<file path="src/core/bpd_pkg.sv">
package bpd_pkg;

    // ********************************
    // Diagnostic word layout
    // ********************************
    localparam int DIAG_W   = 64;
    localparam int USED_W   = 28;
    localparam int INSTRUCTION_XLATE_BUFFER_LSB = 0;
    localparam int INSTRUCTION_XLATE_BUFFER_W   = 4;
    localparam int BSEL_LSB = 4;
    localparam int BSEL_W   = 4;
    localparam int RCD_BIT  = 8;
    localparam int RCV_BIT  = 9;
    localparam int RCW_BIT  = 10;
    localparam int RCH_BIT  = 11;
    localparam int MISP_BIT = 12;
    localparam int ALG_LSB  = 13;
    localparam int PST_LSB  = 15;
    localparam int IDX_LSB  = 17;
    localparam int IDX_W    = 9;
    localparam int LINE_LSB = 3;
    localparam int OP_LSB   = 26;

    // ********************************
    // Reset values and line fill patterns
    // ********************************
    localparam logic [INSTRUCTION_XLATE_BUFFER_W-1:0] INSTRUCTION_XLATE_BUFFER_RESET = 4'h0;
    localparam logic [BSEL_W-1:0] BSEL_RESET = 4'h0;
    localparam logic [1:0]        ALG_RESET  = 2'h0;
    localparam logic [1:0]        PST_RESET  = 2'h0;
    localparam logic [IDX_W-1:0]  IDX_RESET  = 9'h000;
    localparam logic [1:0]        LINE_ZERO  = 2'h0;
    localparam logic [1:0]        LINE_ONES  = 2'h3;

    // ********************************
    // Encodings
    // ********************************
    typedef enum logic [1:0] {
        BPD_ALG_COUNTER   = 2'b00,
        BPD_ALG_NOT_TAKEN = 2'b01,
        BPD_ALG_TAKEN     = 2'b10,
        BPD_ALG_BTFN      = 2'b11
    } bpd_alg_e;

    typedef enum logic [1:0] {
        BPD_OP_READ       = 2'b00,
        BPD_OP_WRITE      = 2'b01,
        BPD_OP_CLEAR_LINE = 2'b10,
        BPD_OP_SET_LINE   = 2'b11
    } bpd_op_e;

    typedef enum logic {
        BPD_PH_IDLE = 1'b0,
        BPD_PH_WAIT = 1'b1
    } bpd_phase_e;

    // ********************************
    // Carriers
    // ********************************
    typedef struct packed {
        bpd_op_e          op;
        logic [IDX_W-1:0] index;
        logic [1:0]       wdata;
    } bpd_tbl_req_s;

    typedef struct packed {
        logic       instruction_xlate_buffer_miss;
        logic       link_branch;
        logic       link_wrote;
        logic       ret_jump;
        logic       ret_hit;
        logic       cond_verify;
        logic       cond_mispredict;
        logic [1:0] cond_state;
    } bpd_br_evt_s;

    typedef struct packed {
        logic [INSTRUCTION_XLATE_BUFFER_W-1:0] instruction_xlate_buffer_cnt;
        logic [BSEL_W-1:0] bsel;
        logic              rc_disable;
        logic              rc_valid;
        logic              rc_written;
        logic              rc_hit;
        logic              mispredict;
        bpd_alg_e          alg;
        logic [1:0]        pstate;
        logic [IDX_W-1:0]  index;
        bpd_op_e           op;
        bpd_phase_e        phase;
    } bpd_state_s;

endpackage

</file>
<file path="src/core/bpd_diag.sv">
`timescale 1ns/10ps

// Functional notes
// - One 64-bit register holds every field
// - Miss counter readable, software writes ignored
// - Miss counter undefined during reset
// - Stack index meaningless after unconditional branch
// - Disable bit stops return cache prediction
// - Valid bit mirrors one-entry return cache
// - Written bit changes only on linking branches
// - Hit bit changes only on return jumps
// - Mispredict bit updated on each verification
// - Mode field selects prediction algorithm
// - Mode resets to counter scheme
// - State field takes verified and table states
// - Line init ignores three low index bits
// - Op field selects read, write, clear, set
// - Reserved bits read zero, written zero
// - Table access yields to instruction fetch
module bpd_diag
    import bpd_pkg::*;
(
    // Clock and reset
    input  wire logic              ref_clk,
    input  wire logic              rst,
    // Coprocessor moves
    input  wire logic              mt_en,
    input  wire logic [DIAG_W-1:0] mt_data,
    output logic      [DIAG_W-1:0] diag_rdata,
    // Pipeline events and levels
    input  wire bpd_br_evt_s       br_evt,
    input  wire logic [BSEL_W-1:0] bsel_in,
    input  wire logic              rc_valid_in,
    // Prediction controls
    output logic                   return_cache_disable,
    output bpd_alg_e               predict_algorithm_sel,
    // Prediction table port
    output logic                   tbl_valid,
    output bpd_tbl_req_s           tbl_cmd,
    output logic                   tbl_fire,
    input  wire logic              fetch_busy,
    input  wire logic [1:0]        tbl_rdata
);

    // ********************************
    // State
    // ********************************
    bpd_state_s st;
    bpd_state_s next_st;
    logic       rd_done;

    // Fetch always wins; our request stays valid at the table but fires only in idle slots
    assign tbl_valid = (st.phase == BPD_PH_WAIT);
    assign tbl_fire  = tbl_valid && !fetch_busy;
    assign rd_done   = tbl_fire && (st.op == BPD_OP_READ);

    always_comb begin
        next_st = st;
        // Counter wraps; software has no path into it
        if (br_evt.instruction_xlate_buffer_miss) begin
            next_st.instruction_xlate_buffer_cnt = st.instruction_xlate_buffer_cnt + 4'h1;
        end
        // Branch stack owns this value; stale after unconditional jumps
        next_st.bsel     = bsel_in;
        next_st.rc_valid = rc_valid_in;
        if (br_evt.link_branch) begin
            next_st.rc_written = br_evt.link_wrote;
        end
        if (br_evt.ret_jump) begin
            next_st.rc_hit = br_evt.ret_hit;
        end
        if (br_evt.cond_verify) begin
            next_st.mispredict = br_evt.cond_mispredict;
            next_st.pstate     = br_evt.cond_state;
        end
        if (tbl_fire) begin
            next_st.phase = BPD_PH_IDLE;
        end
        // A new write replaces any operation still waiting
        if (mt_en) begin
            next_st.rc_disable = mt_data[RCD_BIT];
            next_st.alg        = bpd_alg_e'(mt_data[ALG_LSB +: 2]);
            next_st.pstate     = mt_data[PST_LSB +: 2];
            next_st.index      = mt_data[IDX_LSB +: IDX_W];
            next_st.op         = bpd_op_e'(mt_data[OP_LSB +: 2]);
            next_st.phase      = BPD_PH_WAIT;
        end
        // Late read data wins, as software polls for it after the launch
        if (rd_done) begin
            next_st.pstate = tbl_rdata;
        end
    end

    always_ff @(posedge ref_clk) begin
        if (rst) begin
            // Counter is cleared too, though its value is not promised
            st.instruction_xlate_buffer_cnt   <= INSTRUCTION_XLATE_BUFFER_RESET;
            st.bsel       <= BSEL_RESET;
            st.rc_disable <= 1'b0;
            st.rc_valid   <= 1'b0;
            st.rc_written <= 1'b0;
            st.rc_hit     <= 1'b0;
            st.mispredict <= 1'b0;
            st.alg        <= bpd_alg_e'(ALG_RESET);
            st.pstate     <= PST_RESET;
            st.index      <= IDX_RESET;
            st.op         <= BPD_OP_READ;
            st.phase      <= BPD_PH_IDLE;
        end else begin
            st <= next_st;
        end
    end

    // ********************************
    // Outputs
    // ********************************
    assign return_cache_disable  = st.rc_disable;
    assign predict_algorithm_sel = st.alg;

    always_comb begin
        tbl_cmd.op    = st.op;
        tbl_cmd.index = st.index;
        tbl_cmd.wdata = st.pstate;
        unique case (st.op)
            BPD_OP_READ,
            BPD_OP_WRITE: begin
                tbl_cmd.wdata = st.pstate;
            end
            BPD_OP_CLEAR_LINE: begin
                tbl_cmd.index = {st.index[IDX_W-1:LINE_LSB], 3'h0};
                tbl_cmd.wdata = LINE_ZERO;
            end
            BPD_OP_SET_LINE: begin
                tbl_cmd.index = {st.index[IDX_W-1:LINE_LSB], 3'h0};
                tbl_cmd.wdata = LINE_ONES;
            end
        endcase
    end

    // Upper bits are tied off so readback of reserved space is zero
    assign diag_rdata = {
        {(DIAG_W-USED_W){1'b0}},
        st.op, st.index, st.pstate, st.alg,
        st.mispredict, st.rc_hit, st.rc_written, st.rc_valid,
        st.rc_disable, st.bsel, st.instruction_xlate_buffer_cnt
    };
endmodule

</file>
<file path="config.mk">
export PLATFORM = sky130hd
export DESIGN_NAME = bpd_diag
export DESIGN_NICKNAME = d
export VERILOG_FILES = /design/src/core/bpd_pkg.sv /design/src/core/bpd_diag.sv
export SDC_FILE = /design/constraint.sdc
export NUM_CORES = 1
export LEC_CHECK = 0
export BUFFER_PORTS_ARGS = -buffer_cell sky130_fd_sc_hd__clkbuf_2
export CAP_MARGIN = 40
export CORE_MARGIN = 2
export CORE_UTILIZATION = 34
export CTS_CLUSTER_SIZE = 25
export DETAILED_ROUTE_END_ITERATION = 8
export GPL_TIMING_DRIVEN = 0
export HOLD_SLACK_MARGIN = 0.05
export MAX_ROUTING_LAYER = met4
export PLACE_DENSITY_LB_ADDON = 0.08
export SLEW_MARGIN = 20
export SYNTH_ARGS = -nofsm -noshare
export SYNTH_HDL_FRONTEND = slang
export SYNTH_SLANG_ARGS = --single-unit
</file>
<file path="constraint.sdc">
create_clock -name ref_clk -period 1.4 [get_ports ref_clk]
set_input_delay 0.21 -clock ref_clk [delete_from_list [all_inputs] [get_ports ref_clk]]
set_output_delay 0.21 -clock ref_clk [all_outputs]
set_load 0.02 [all_outputs]
</file>
# After elaboration in Yosys (flattened, before gate mapping)
# Cells that the tools add are included.
dict set report totals {
  register_bits 29
  output_inout_bits 82
  elab_cells 30
  in_bits 84
}
dict set report op_classes {
  add_sub_neg 1
  n_mux 6
  eq_ne 3
  n_reduce_logical 8
}
# op n
set ops {}
lappend ops {{two-way mux 14 bit} 1}
lappend ops {{one-hot mux 2 bit (3 select lines)} 1}
lappend ops {{adder 4 x 1 -> 4 bit, second input constant} 1}
lappend ops {{== test 2 bit, second input constant} 2}
lappend ops {{two-way mux 2 bit} 2}
lappend ops {{OR reduction 2 bit} 2}
lappend ops {{two-way mux 3 bit} 1}
lappend ops {{nonzero test 3 bit} 1}
lappend ops {{== test 2 x 1 -> 1 bit, second input constant} 1}
lappend ops {{logical AND 1 bit} 2}
lappend ops {{logical NOT 2 bit} 1}
lappend ops {{nonzero test 2 bit} 1}
lappend ops {{logical NOT 1 bit} 1}
lappend ops {{two-way mux 1 bit} 1}

# Depth between registers and ports, before layout
# Gate-level depths: netlist (run 1).
dict set report logic_depth {
  depth_word 5
  mapped_depth 4
  depth_no_buf 4
}

# Worst setup path before layout (run 1)
# Ideal clock, no wire load.
dict set report synth_path {
  kind {reg-to-output}
  startpoint {register st, in the netlist diag_rdata[15]}
  endpoint {output port tbl_cmd[0] (netlist name)}
  required_ns 1.190
  setup_slack_ns 0.209
  path_buffers 0
  arrival_ns 0.981
  path_stages_with_launch 3
  path_cell_list {dfxtp_1 inv_1 o21ai_0}
}
# item line_no
set synth_lines {}
lappend synth_lines {{start, declared} bpd_diag.sv:48} ;# bpd_state_s st;
lappend synth_lines {{start signal, assigned} bpd_diag.sv:110} ;# st <= next_st;
lappend synth_lines {{end, declared} bpd_diag.sv:39} ;# output bpd_tbl_req_s tbl_cmd,

==> results of run 1 <==
flip-flops by register name (all words and copies together), names as in the netlist:
name / flops
diag_rdata: 25
tbl_valid: 1
predict_algorithm_sel: 2
return_cache_disable: 1
power groups by stage:
stage	clock network, W	logic (W)	registers (W)
final	0.000733	0.000548	0.000915
after detailed placement	0	0.000548	0.000934
after floorplan	0	0.000338	0.000989
after global routing	0.000803	0.000589	0.000923
after CTS	0.000761	0.000549	0.000917
after global placement	0	0.000546	0.000932
cells by family after synthesis:
logic type,share of synthesized area
flip-flops,0.394
other,0.00254
buffers and inverters,0.266
adder cells (fa/ha/maj),0.00848
XOR/XNOR,0.0178
AO/OA/AOI/OAI,0.0373
multiplexers,0.122
AND/OR/NAND/NOR,0.152
worst max-delay path, cell delays in order (launching register included):
cell and delay, ps:
sky130_fd_sc_hd__dfxtp_1 440, sky130_fd_sc_hd__nand2_1 90, sky130_fd_sc_hd__o21ai_0 90, sky130_fd_sc_hd__clkbuf_2 210
final cells by class:
| class | instances | area share |
|---|---|---|
| repair buffers | 80 | 0.184 |
| multi-input cells | 106 | 0.291 |
| clock buffers | 7 | 0.0443 |
| plain buffers | 52 | 0.177 |
| well taps | 50 | 0.0288 |
| inverters | 2 | 0.00345 |
| clock inverters | 1 | 0.00230 |
| flip-flops and latches | 29 | 0.269 |
stage by stage:
| stage | hold WS, ps | setup WS [ps] |
|---|---|---|
| floorplan | 311 | 209 |
| finish | 146 | 88.7 |
| global placement | 420 | 267 |
| CTS | 138 | 66.9 |
| global route | 150 | 0.364 |
| detailed placement | 424 | 259 |
layer usage:
layer | vias up | GRT usage
met5 | - | -
met3 | 5 | 0.0606
met1 | 481 | 0.153
met2 | 78 | 0.187
met4 | 0 | 0.0385
li1 | 658 | -
worst max-delay path by stage:
stage,from,slack (ps),to,depth (start not counted)
finish,diag_rdata[26],90,tbl_cmd[1],3
global route,diag_rdata[26],0.4,tbl_cmd[1],3
CTS,diag_rdata[26],70,tbl_cmd[1],3
detailed placement,diag_rdata[27],260,tbl_cmd[4],2
global placement,diag_rdata[27],270,tbl_cmd[4],2
floorplan,diag_rdata[15],210,tbl_cmd[0],2
cells in the final DEF (no fill, tap or decap):
cell                       Yosys  final
sky130_fd_sc_hd__conb_1        1     36
sky130_fd_sc_hd__buf_6         1      1
sky130_fd_sc_hd__mux2i_1      18     18
sky130_fd_sc_hd__inv_1         2      2
sky130_fd_sc_hd__buf_4        48     48
sky130_fd_sc_hd__nand3b_1      2      2
sky130_fd_sc_hd__dfxtp_4       0      1
sky130_fd_sc_hd__xor2_1        2      2
sky130_fd_sc_hd__clkbuf_8      0      7
sky130_fd_sc_hd__clkbuf_1      1      1
sky130_fd_sc_hd__and2b_2       3      3
sky130_fd_sc_hd__o21ai_0       2      2
sky130_fd_sc_hd__a21oi_1       1      1
sky130_fd_sc_hd__nand2_1       2      2
sky130_fd_sc_hd__o41ai_1       1      1
sky130_fd_sc_hd__clkinv_2      0      1
sky130_fd_sc_hd__nor2_1       22     22
sky130_fd_sc_hd__nand4_1       1      1
sky130_fd_sc_hd__clkbuf_2      0     80
sky130_fd_sc_hd__o41ai_2       1      1
sky130_fd_sc_hd__a211oi_1      2      2
sky130_fd_sc_hd__dfxtp_1      29     28
sky130_fd_sc_hd__ha_1          1      1
sky130_fd_sc_hd__xnor2_1       1      1
sky130_fd_sc_hd__nor2b_1      10     10
sky130_fd_sc_hd__nor4b_4       1      1
sky130_fd_sc_hd__buf_2         2      2
==> results by group, run 1 <==
Floorplanning
  – Total number of placement rows: 23
  – Floorplan Core Area: 0.00409 sq mm
  – I/O pins: ~170
  – Height of the die: 69.9 um
  – Area of the die: between 0.004 and 0.005 sq mm
  – Initial cell density of the core: 0.361
  – Chip Width: 69.9 um

Outcome
  – Status: finished clean

Cells and area
  – Area taken by flip-flops and latches: 584 sq um
  – Final core area utilization: 0.532
  – Fin area: around 0.0022 sq mm
  – Area of the multi-input gates: 633 sq um
  – Net total in the final layout: 361
  – Proportion of layout cells with a drive suffix above 1: 0.523
  – Antenna cell count: 0
  – Synthesis-to-finish area growth: 47.4%
  – Final Non-Filler Cells: 327
  – Filler cell count: between 400 and 500

STA
  – Maximum clock skew at final layout: 3.54 ps
  – Total negative slack for setup checks: 0 ps
  – Peak Freq: 763 MHz
  – Final-report max-slew violation count: 0
  – Share of the cycle needed by the critical path after routing: 0.937
  – Fin. Hold Viols: 0
  – Crit path time final: roughly 1300 ps
  – Setup violators final: 0
  – RSZ-0062 raised after global routing: false

Routing
  – Met1 wire length: 1.38 mm
  – Via total after detailed routing: approximately 1200
  – Wire length on met2: between 1 and 1.5 mm
  – Wirelength, routed: roughly 3 mm
  – Average detailed-routed wire length per instance: 9.42 um
  – Remaining design rule violation count: 0
  – Post-DR vias/cell: 3.74
  – DR iter-0 viols: 26
  – Post-route ant nets: 0
  – Met3 routed wirelength: roughly 430 um
  – Number of search-and-repair iterations in the first detailed-routing pass: 4
  – Top routing layer in use: met4

GRT
  – Remaining Overflow, GRT: 0
  – Number of global-route vias before repair: 1082
  – Number of antenna violations at the first check in global routing: 0
  – Pin count of the biggest net entering global routing: 11
  – GR Util All Layers: 0.127
  – Global-route wire length before repair: between 4 and 5 mm

Logic synthesis
  – Count of flip-flops with a built-in enable after synthesis: 0
  – Synthesized instance count: between 150 and 200
  – Commonest cells post-synth: sky130_fd_sc_hd__buf_4, sky130_fd_sc_hd__dfxtp_1, sky130_fd_sc_hd__nor2_1
  – Total of flip-flops plus latches after synthesis: 29
  – Count of yosys warnings during synthesis: 0
  – Synthesized area divided by synthesized cell count: 9.58 sq um
  – Fraction of synthesis flops using an asynchronous set or reset pin: 0
  – Proportion of netlist area held by the largest area contributor: 0.394
  – Predominant post-synthesis flop cell: sky130_fd_sc_hd__dfxtp_1
  – Most numerous cell in the Yosys netlist: sky130_fd_sc_hd__buf_4
  – Sequential cell area fraction in the yosys report: 0.394
  – Cell variety after synth: 23
  – Most area-hungry cell type in the Yosys netlist: sky130_fd_sc_hd__dfxtp_1
  – Most area-consuming cells after synthesis: sky130_fd_sc_hd__dfxtp_1, sky130_fd_sc_hd__buf_4, sky130_fd_sc_hd__mux2i_1
  – Cell Area, Synth: 0.00148 sq mm

Clock tree
  – Insertion delay to the later sink of the worst-skew pair: 270 ps
  – CTS Buf Count: 5
  – Cts repair resizes: 1
  – Max H-tree Level: 2
  – Number of clock sinks: 29
  – Longest Clk Path Bufs: 2
  – Register clock-pin slew on the reported worst setup and hold paths: 60 ps
  – CTS tree: done
  – Hold buffer count at cts: 0
  – Root buffer cell: sky130_fd_sc_hd__clkbuf_8
  – Buffer count from post-CTS setup fixing: 0

Critical path
  – Worst reg2reg path depth: 3
  – End of the worst register-to-register path: diag_rdata[16]
  – Launching point of the worst reg2reg path: diag_rdata[26]
  – Critical Path Start Type: register
  – Data required time at the worst endpoint: ~1200 ps
  – Nature of the critical path endpoint: output port
  – Worst setup path class: reg2out
  – Worst EP arrival: around 1100 ps
  – Crit Path Max Fanout: 5
  – Register-to-register setup slack: 320 ps

Pwr
  – Design internal power: 0.00156 W
  – Worst IR Drop VDD: approximately 600 uV
  – Share of total power consumed by net switching: 0.290
  – Sequential fraction of design power: 0.417
  – Power per cell area: 1010 mW/mm^2
  – Fraction of power consumed by combinational cells: 0.250
  – Static leakage: 1.27 nW
  – Share of total power in the clock network: 0.334
  – Total power: roughly 0.0022 W
  – Net load switching power: 0.000638 W

Place
  – Count of port buffers added during placement: 80
  – Post-DP HPWL: 2.56 mm
  – Number of placed instances with taps included: between 300 and 400
  – Placed Area: 0.00207 sq mm
  – RD Place Congestion: slightly below 0.7

Job
  – Max-cap violations: 0

Min path
  – Min-Delay Startpoint: bsel_in[0]
  – Path class of the lowest-slack min-delay path: in2reg
  – Min-Delay Endpoint: diag_rdata[4]
  – WHS Path Cells: 2
(Power assumes the default switching activity.)
==> run 2: changes to the inputs <==
--- a/config.mk
+++ b/config.mk
@@ -5,10 +5,11 @@
 export SDC_FILE = /design/constraint.sdc
 export NUM_CORES = 1
 export LEC_CHECK = 0
-export BUFFER_PORTS_ARGS = -buffer_cell sky130_fd_sc_hd__clkbuf_2
+export BUFFER_PORTS_ARGS = -buffer_cell sky130_fd_sc_hd__buf_2
 export CAP_MARGIN = 40
 export CORE_MARGIN = 2
-export CORE_UTILIZATION = 34
+export CORE_UTILIZATION = 35
+export CTS_BUF_LIST = sky130_fd_sc_hd__clkbuf_8
 export CTS_CLUSTER_SIZE = 25
 export DETAILED_ROUTE_END_ITERATION = 8
 export GPL_TIMING_DRIVEN = 0
==> results by group, run 2 (synthesis results as in run 1) <==
Min path
  – Min-Delay Endpoint: diag_rdata[4]
  – Path class of the lowest-slack min-delay path: in2reg
  – WHS Path Cells: 2
  – Min-Delay Startpoint: bsel_in[0]

Floorplanning
  – Total number of placement rows: 23
  – Height of the die: 68.9 um
  – Chip Width: 68.9 um
  – Area of the die: between 0.004 and 0.005 sq mm
  – I/O pins: 166
  – Floorplan Core Area: 0.00403 sq mm
  – Initial cell density of the core: 0.366

Critical path
  – Critical path's slowest cell: sky130_fd_sc_hd__dfxtp_2
  – Worst setup path class: reg2out
  – Crit-path leading delay family: flip-flops
  – Critical Path Start Type: register
  – Nature of the critical path endpoint: output port
  – End of the worst register-to-register path: diag_rdata[15]
  – Register-to-register setup slack: 360 ps
  – Crit Path Max Fanout: 10
  – Worst EP arrival: 1120 ps
  – Launching point of the worst reg2reg path: diag_rdata[26]
  – Worst reg2reg path depth: 3
  – Crit-path cells: and2b_2, buf_2
  – Largest stage delay, worst path: between 400 and 500 ps
  – Data required time at the worst endpoint: 1190 ps
  – Number of logic stages on the critical path including buffering: 2
  – Critical path buffer and inverter count: 1

Place
  – RD Place Congestion: about 0.7
  – Number of placed instances with taps included: 319
  – Post-DP HPWL: 2.51 mm
  – Worst setup slack before clock tree synthesis: 231 ps
  – Count of port buffers added during placement: 80

Pwr
  – Static leakage: between 1 and 1.5 nW
  – Worst IR Drop VDD: 541 uV
  – Share of total power in the clock network: 0.342
  – Design internal power: about 0.0016 W
  – Power per cell area: 1020 mW/mm^2
  – Share of total power consumed by net switching: 0.297
  – Total power: between 0.002 and 0.0025 W
  – Sequential fraction of design power: 0.411
  – Fraction of power consumed by combinational cells: 0.247
  – Net load switching power: 0.000660 W

Cells and area
  – Number of flip-flops under the largest register name: 25
  – Synthesis-to-finish area growth: 47.2%
  – Antenna cell count: 0
  – Commonest non-fill, non-tap cell in the layout: sky130_fd_sc_hd__buf_2
  – Proportion of layout cells with a drive suffix above 1: 0.523
  – Final Non-Filler Cells: 327
  – Filler cell count: 402
  – Leading cell types in the layout, fill and taps excluded: sky130_fd_sc_hd__buf_2, sky130_fd_sc_hd__buf_4, sky130_fd_sc_hd__conb_1
  – Net total in the final layout: between 300 and 400

Routing
  – Post-DR vias/cell: roughly 3.8
  – Via total after detailed routing: roughly 1200
  – Average detailed-routed wire length per instance: 9.51 um
  – DR iter-0 viols: 21
  – Number of search-and-repair iterations in the first detailed-routing pass: 4
  – Remaining design rule violation count: 0
  – Post-route ant nets: 0
  – Wirelength, routed: 3.11 mm

STA
  – Final-report max-slew violation count: 0
  – Fin. Hold Viols: 0
  – Peak Freq: 751 MHz
  – Crit path time final: between 1000 and 1500 ps
  – Total negative slack for setup checks: 0 ps
  – Setup violators final: 0
  – Share of the cycle needed by the critical path after routing: 0.952
  – Setup slack after layout: 67.7 ps
  – Fin Hold WS: 137 ps
  – Maximum clock skew at final layout: 3.20 ps
  – RSZ-0062 raised after global routing: false

GRT
  – GR Layer Usage met3: 0.0503
  – Remaining Overflow, GRT: 0
  – Number of antenna violations at the first check in global routing: 0
  – Met2 track utilization from global routing: 0.198
  – Number of global-route vias before repair: slightly above 1000
  – Global-route wire length before repair: 4.28 mm
  – Pin count of the biggest net entering global routing: 11
  – Top Usage Layer GRT: met2
  – GR Util All Layers: 0.131
  – GR Layer Usage met1: 0.148

Clock tree
  – Register clock-pin slew on the reported worst setup and hold paths: 60 ps
  – Root buffer cell: sky130_fd_sc_hd__clkbuf_8
  – Insertion delay to the later sink of the worst-skew pair: 280 ps
  – CTS tree: done
  – Number of clock sinks: 29
  – Max H-tree Level: 2
  – Longest Clk Path Bufs: 2
  – Buffer count from post-CTS setup fixing: 0
  – CTS Buf Count: 5

Outcome
  – Status: finished clean

Job
  – Max-cap violations: 0
-- run 2: changes by cell type in the layout (fill, tap and decap cells not counted) --
cell	before	now
sky130_fd_sc_hd__dfxtp_4	1	0
sky130_fd_sc_hd__clkbuf_2	80	0
sky130_fd_sc_hd__dfxtp_2	0	1
sky130_fd_sc_hd__buf_2	2	82
-- run 2: power groups by stage --
stage          sequential, W  clock, W  combinational, W
3_5_place_dp        0.000931         0          0.000549
2_1_floorplan       0.000989         0          0.000338
5_1_grt             0.000921  0.000830          0.000598
4_1_cts             0.000914  0.000787          0.000550
3_3_place_gp        0.000931         0          0.000546
6_report            0.000913  0.000759          0.000548
-- run 2: worst max-delay path by stage --
| stage | start | to | slack (ps) |
|---|---|---|---|
| floorplan | diag_rdata[15] | tbl_cmd[0] | 210 |
| detailed placement | diag_rdata[27] | tbl_cmd[4] | 230 |
| global route | diag_rdata[27] | tbl_cmd[3] | 10 |
| global placement | diag_rdata[27] | tbl_cmd[4] | 250 |
| CTS | diag_rdata[27] | tbl_cmd[4] | 60 |
| finish | diag_rdata[27] | tbl_cmd[4] | 70 |
-- run 2: what timing repair did --
action | 4_1_cts | 5_1_grt
gates resized for setup | 1 | 0
hold buffers | 0 | 0
endpoints found under the hold margin | 0 | 0
endpoints found under the setup margin | 5 | 0
-- run 2: area by class of cell --
type,instances,area (sq um),share of cell area
timing repair buffer,80,400,0.184
tap,50,62.6,0.0288
sequential,29,582,0.268
buffer,52,385,0.177
multi-input combinational,106,633,0.291
clock buffer,7,96.3,0.0444
clock inverter,1,5.00,0.00230
inverter,2,7.51,0.00346
-- run 2: metrics by stage --
step,area (sq um),util
6_report,2170,0.539
5_1_grt,2170,0.539
2_1_floorplan,1610,-
3_3_place_gp,2070,0.514
4_1_cts,2170,0.539
3_5_place_dp,2070,0.514
-- run 2: worst register-to-register path: stages, from the launching register on --
cell and delay [ps]:
sky130_fd_sc_hd__dfxtp_1 370, sky130_fd_sc_hd__nor4b_4 390, sky130_fd_sc_hd__nand3b_1 140, sky130_fd_sc_hd__o41ai_2 60
-- run 2: metal layers --
metal	up-vias	wire [um]
met2	71	1350
met1	495	1340
met3	7	359
li1	657	-
met4	0	60
met5	-	0
==> run 3: changes to the inputs <==
--- a/config.mk
+++ b/config.mk
@@ -7,6 +7,7 @@
 export LEC_CHECK = 0
 export BUFFER_PORTS_ARGS = -buffer_cell sky130_fd_sc_hd__buf_2
 export CAP_MARGIN = 40
+export CORE_ASPECT_RATIO = 1.75
 export CORE_MARGIN = 2
 export CORE_UTILIZATION = 35
 export CTS_BUF_LIST = sky130_fd_sc_hd__clkbuf_8
@@ -16,7 +17,6 @@
 export HOLD_SLACK_MARGIN = 0.05
 export MAX_ROUTING_LAYER = met4
 export PLACE_DENSITY_LB_ADDON = 0.08
-export SLEW_MARGIN = 20
 export SYNTH_ARGS = -nofsm -noshare
 export SYNTH_HDL_FRONTEND = slang
 export SYNTH_SLANG_ARGS = --single-unit
==> results by group, run 3 (synthesis results as in run 1) <==
Cells and area
  – Synthesis-to-finish area growth: 47.2%
  – Leading cell types in the layout, fill and taps excluded: sky130_fd_sc_hd__buf_2, sky130_fd_sc_hd__buf_4, sky130_fd_sc_hd__conb_1
  – Net total in the final layout: 361
  – Proportion of layout cells with a drive suffix above 1: 0.527
  – Final Non-Filler Cells: 326
  – Number of flip-flops under the largest register name: 25
  – Commonest non-fill, non-tap cell in the layout: sky130_fd_sc_hd__buf_2
  – Final core area utilization: 0.528
  – Antenna cell count: 0

STA
  – Setup slack after layout: 104 ps
  – Setup violators final: 0
  – Final-report max-slew violation count: 0
  – Share of the cycle needed by the critical path after routing: 0.926
  – Fin. Hold Viols: 0
  – Maximum clock skew at final layout: between 2 and 3 ps
  – RSZ-0062 raised after global routing: false
  – Total negative slack for setup checks: 0 ps
  – Fin Hold WS: 146 ps
  – Crit path time final: 1300 ps
  – Peak Freq: 772 MHz

Job
  – Max-cap violations: 0

Critical path
  – Critical path's slowest cell: sky130_fd_sc_hd__dfxtp_2
  – Launching point of the worst reg2reg path: diag_rdata[27]
  – Critical Path Start Type: register
  – Data required time at the worst endpoint: 1190 ps
  – End of the worst register-to-register path: diag_rdata[15]
  – Crit-path leading delay family: flip-flops
  – Worst setup path class: reg2out
  – Worst EP arrival: 1090 ps
  – Nature of the critical path endpoint: output port
  – Largest stage delay, worst path: 430 ps
  – Register-to-register setup slack: ~340 ps
  – Worst reg2reg path depth: 3
  – Crit-path cells: and2b_2, buf_2
  – Critical path buffer and inverter count: 1
  – Crit Path Max Fanout: 10

Floorplanning
  – Chip Width: 53.1 um
  – I/O pins: 166
  – Area of the die: 0.00477 sq mm
  – Floorplan Core Area: 0.00411 sq mm
  – Height of the die: ~90 um
  – Total number of placement rows: 31
  – Initial cell density of the core: 0.359

Clock tree
  – Buffer count from post-CTS setup fixing: 0
  – Register clock-pin slew on the reported worst setup and hold paths: 60 ps
  – Longest Clk Path Bufs: 2
  – CTS Buf Count: 5
  – Number of clock sinks: 29
  – Root buffer cell: sky130_fd_sc_hd__clkbuf_8
  – CTS tree: done
  – Hold buffer count at cts: 0
  – Insertion delay to the later sink of the worst-skew pair: 270 ps
  – Max H-tree Level: 2

GRT
  – GR Util All Layers: 0.137
  – Remaining Overflow, GRT: 0
  – Global-route wire length before repair: 4.82 mm
  – Number of global-route vias before repair: 1104
  – Number of antenna violations at the first check in global routing: 0
  – Pin count of the biggest net entering global routing: 11

Min path
  – Min-Delay Startpoint: bsel_in[3]
  – WHS Path Cells: 2
  – Min-Delay Endpoint: diag_rdata[7]
  – Path class of the lowest-slack min-delay path: in2reg

Routing
  – Remaining design rule violation count: 0
  – Wirelength, routed: roughly 3.1 mm
  – Average detailed-routed wire length per instance: 9.39 um
  – Met1 wire length: 1.05 mm
  – Number of search-and-repair iterations in the first detailed-routing pass: 4
  – Post-DR vias/cell: 3.77
  – Top routing layer in use: met4
  – Met3 routed wirelength: 292 um
  – Wire length on met2: 1.67 mm
  – Via total after detailed routing: 1230
  – Post-route ant nets: 0
  – DR iter-0 viols: 2

Pwr
  – Share of total power in the clock network: 0.336
  – Static leakage: 1.29 nW
  – Net load switching power: 0.000641 W
  – Power per cell area: approximately 1000 mW/mm^2
  – Share of total power consumed by net switching: 0.291
  – Fraction of power consumed by combinational cells: 0.248
  – Sequential fraction of design power: 0.416
  – Design internal power: about 0.0016 W
  – Worst IR Drop VDD: 955 uV

Place
  – Number of placed instances with taps included: around 320
  – Post-DP HPWL: 2.59 mm
  – Count of port buffers added during placement: 80
  – Worst setup slack before clock tree synthesis: 254 ps
  – RD Place Congestion: 0.671

Outcome
  – Status: finished clean
## run 3: changes by cell type in the layout (fill, tap and decap cells not counted)
cell | before | now
sky130_fd_sc_hd__dfxtp_2 | 1 | 2
sky130_fd_sc_hd__dfxtp_1 | 28 | 27
## run 3: power by group through the flow
stage / Clock (W) / Combinational [W] / Sequential [W]
after floorplan: 0 / 0.000338 / 0.000989
after global placement: 0 / 0.000544 / 0.000933
after detailed placement: 0 / 0.000548 / 0.000934
after CTS: 0.000768 / 0.000548 / 0.000917
after global routing: 0.000803 / 0.000593 / 0.000924
final: 0.000740 / 0.000546 / 0.000915
## run 3: how the worst max path moves through the flow
stage                               from  slack [ps]  cells past startpoint    endpoint
after CTS                 diag_rdata[26]          70                      3  tbl_cmd[1]
after detailed placement  diag_rdata[27]         250                      2  tbl_cmd[3]
final                     diag_rdata[27]         100                      2  tbl_cmd[3]
after global routing      diag_rdata[27]          10                      3  tbl_cmd[1]
after global placement    diag_rdata[27]         260                      2  tbl_cmd[4]
after floorplan           diag_rdata[15]         210                      2  tbl_cmd[0]
## run 3: layer usage
layer  up-vias  track usage
met1       507        0.129
li1        657            -
met4         0       0.0641
met5         -            -
met3         5       0.0365
met2        61        0.244
## run 3: timing repair
action                                  in CTS  in global routing
endpoints found under the setup margin       5                  1
gates cloned                                 0                  0
resized for setup                            1                  1
## run 3: per-stage QoR
stage	cell area [sq um]	total power [W]
global route	2170	0.00232
floorplan	1610	0.00133
CTS	2170	0.00223
finish	2170	0.00220
global placement	2070	0.00148
detailed placement	2070	0.00148
## run 3: layout make-up
type | count | area, sq um
multi-input cells | 106 | 633
fillers | 428 | 1940
repair buffers | 80 | 400
plain buffers | 52 | 385
flip-flops and latches | 29 | 583
inverters | 2 | 7.51
clock buffers | 7 | 96.3
well taps | 49 | 61.3
clock inverters | 1 | 5.00
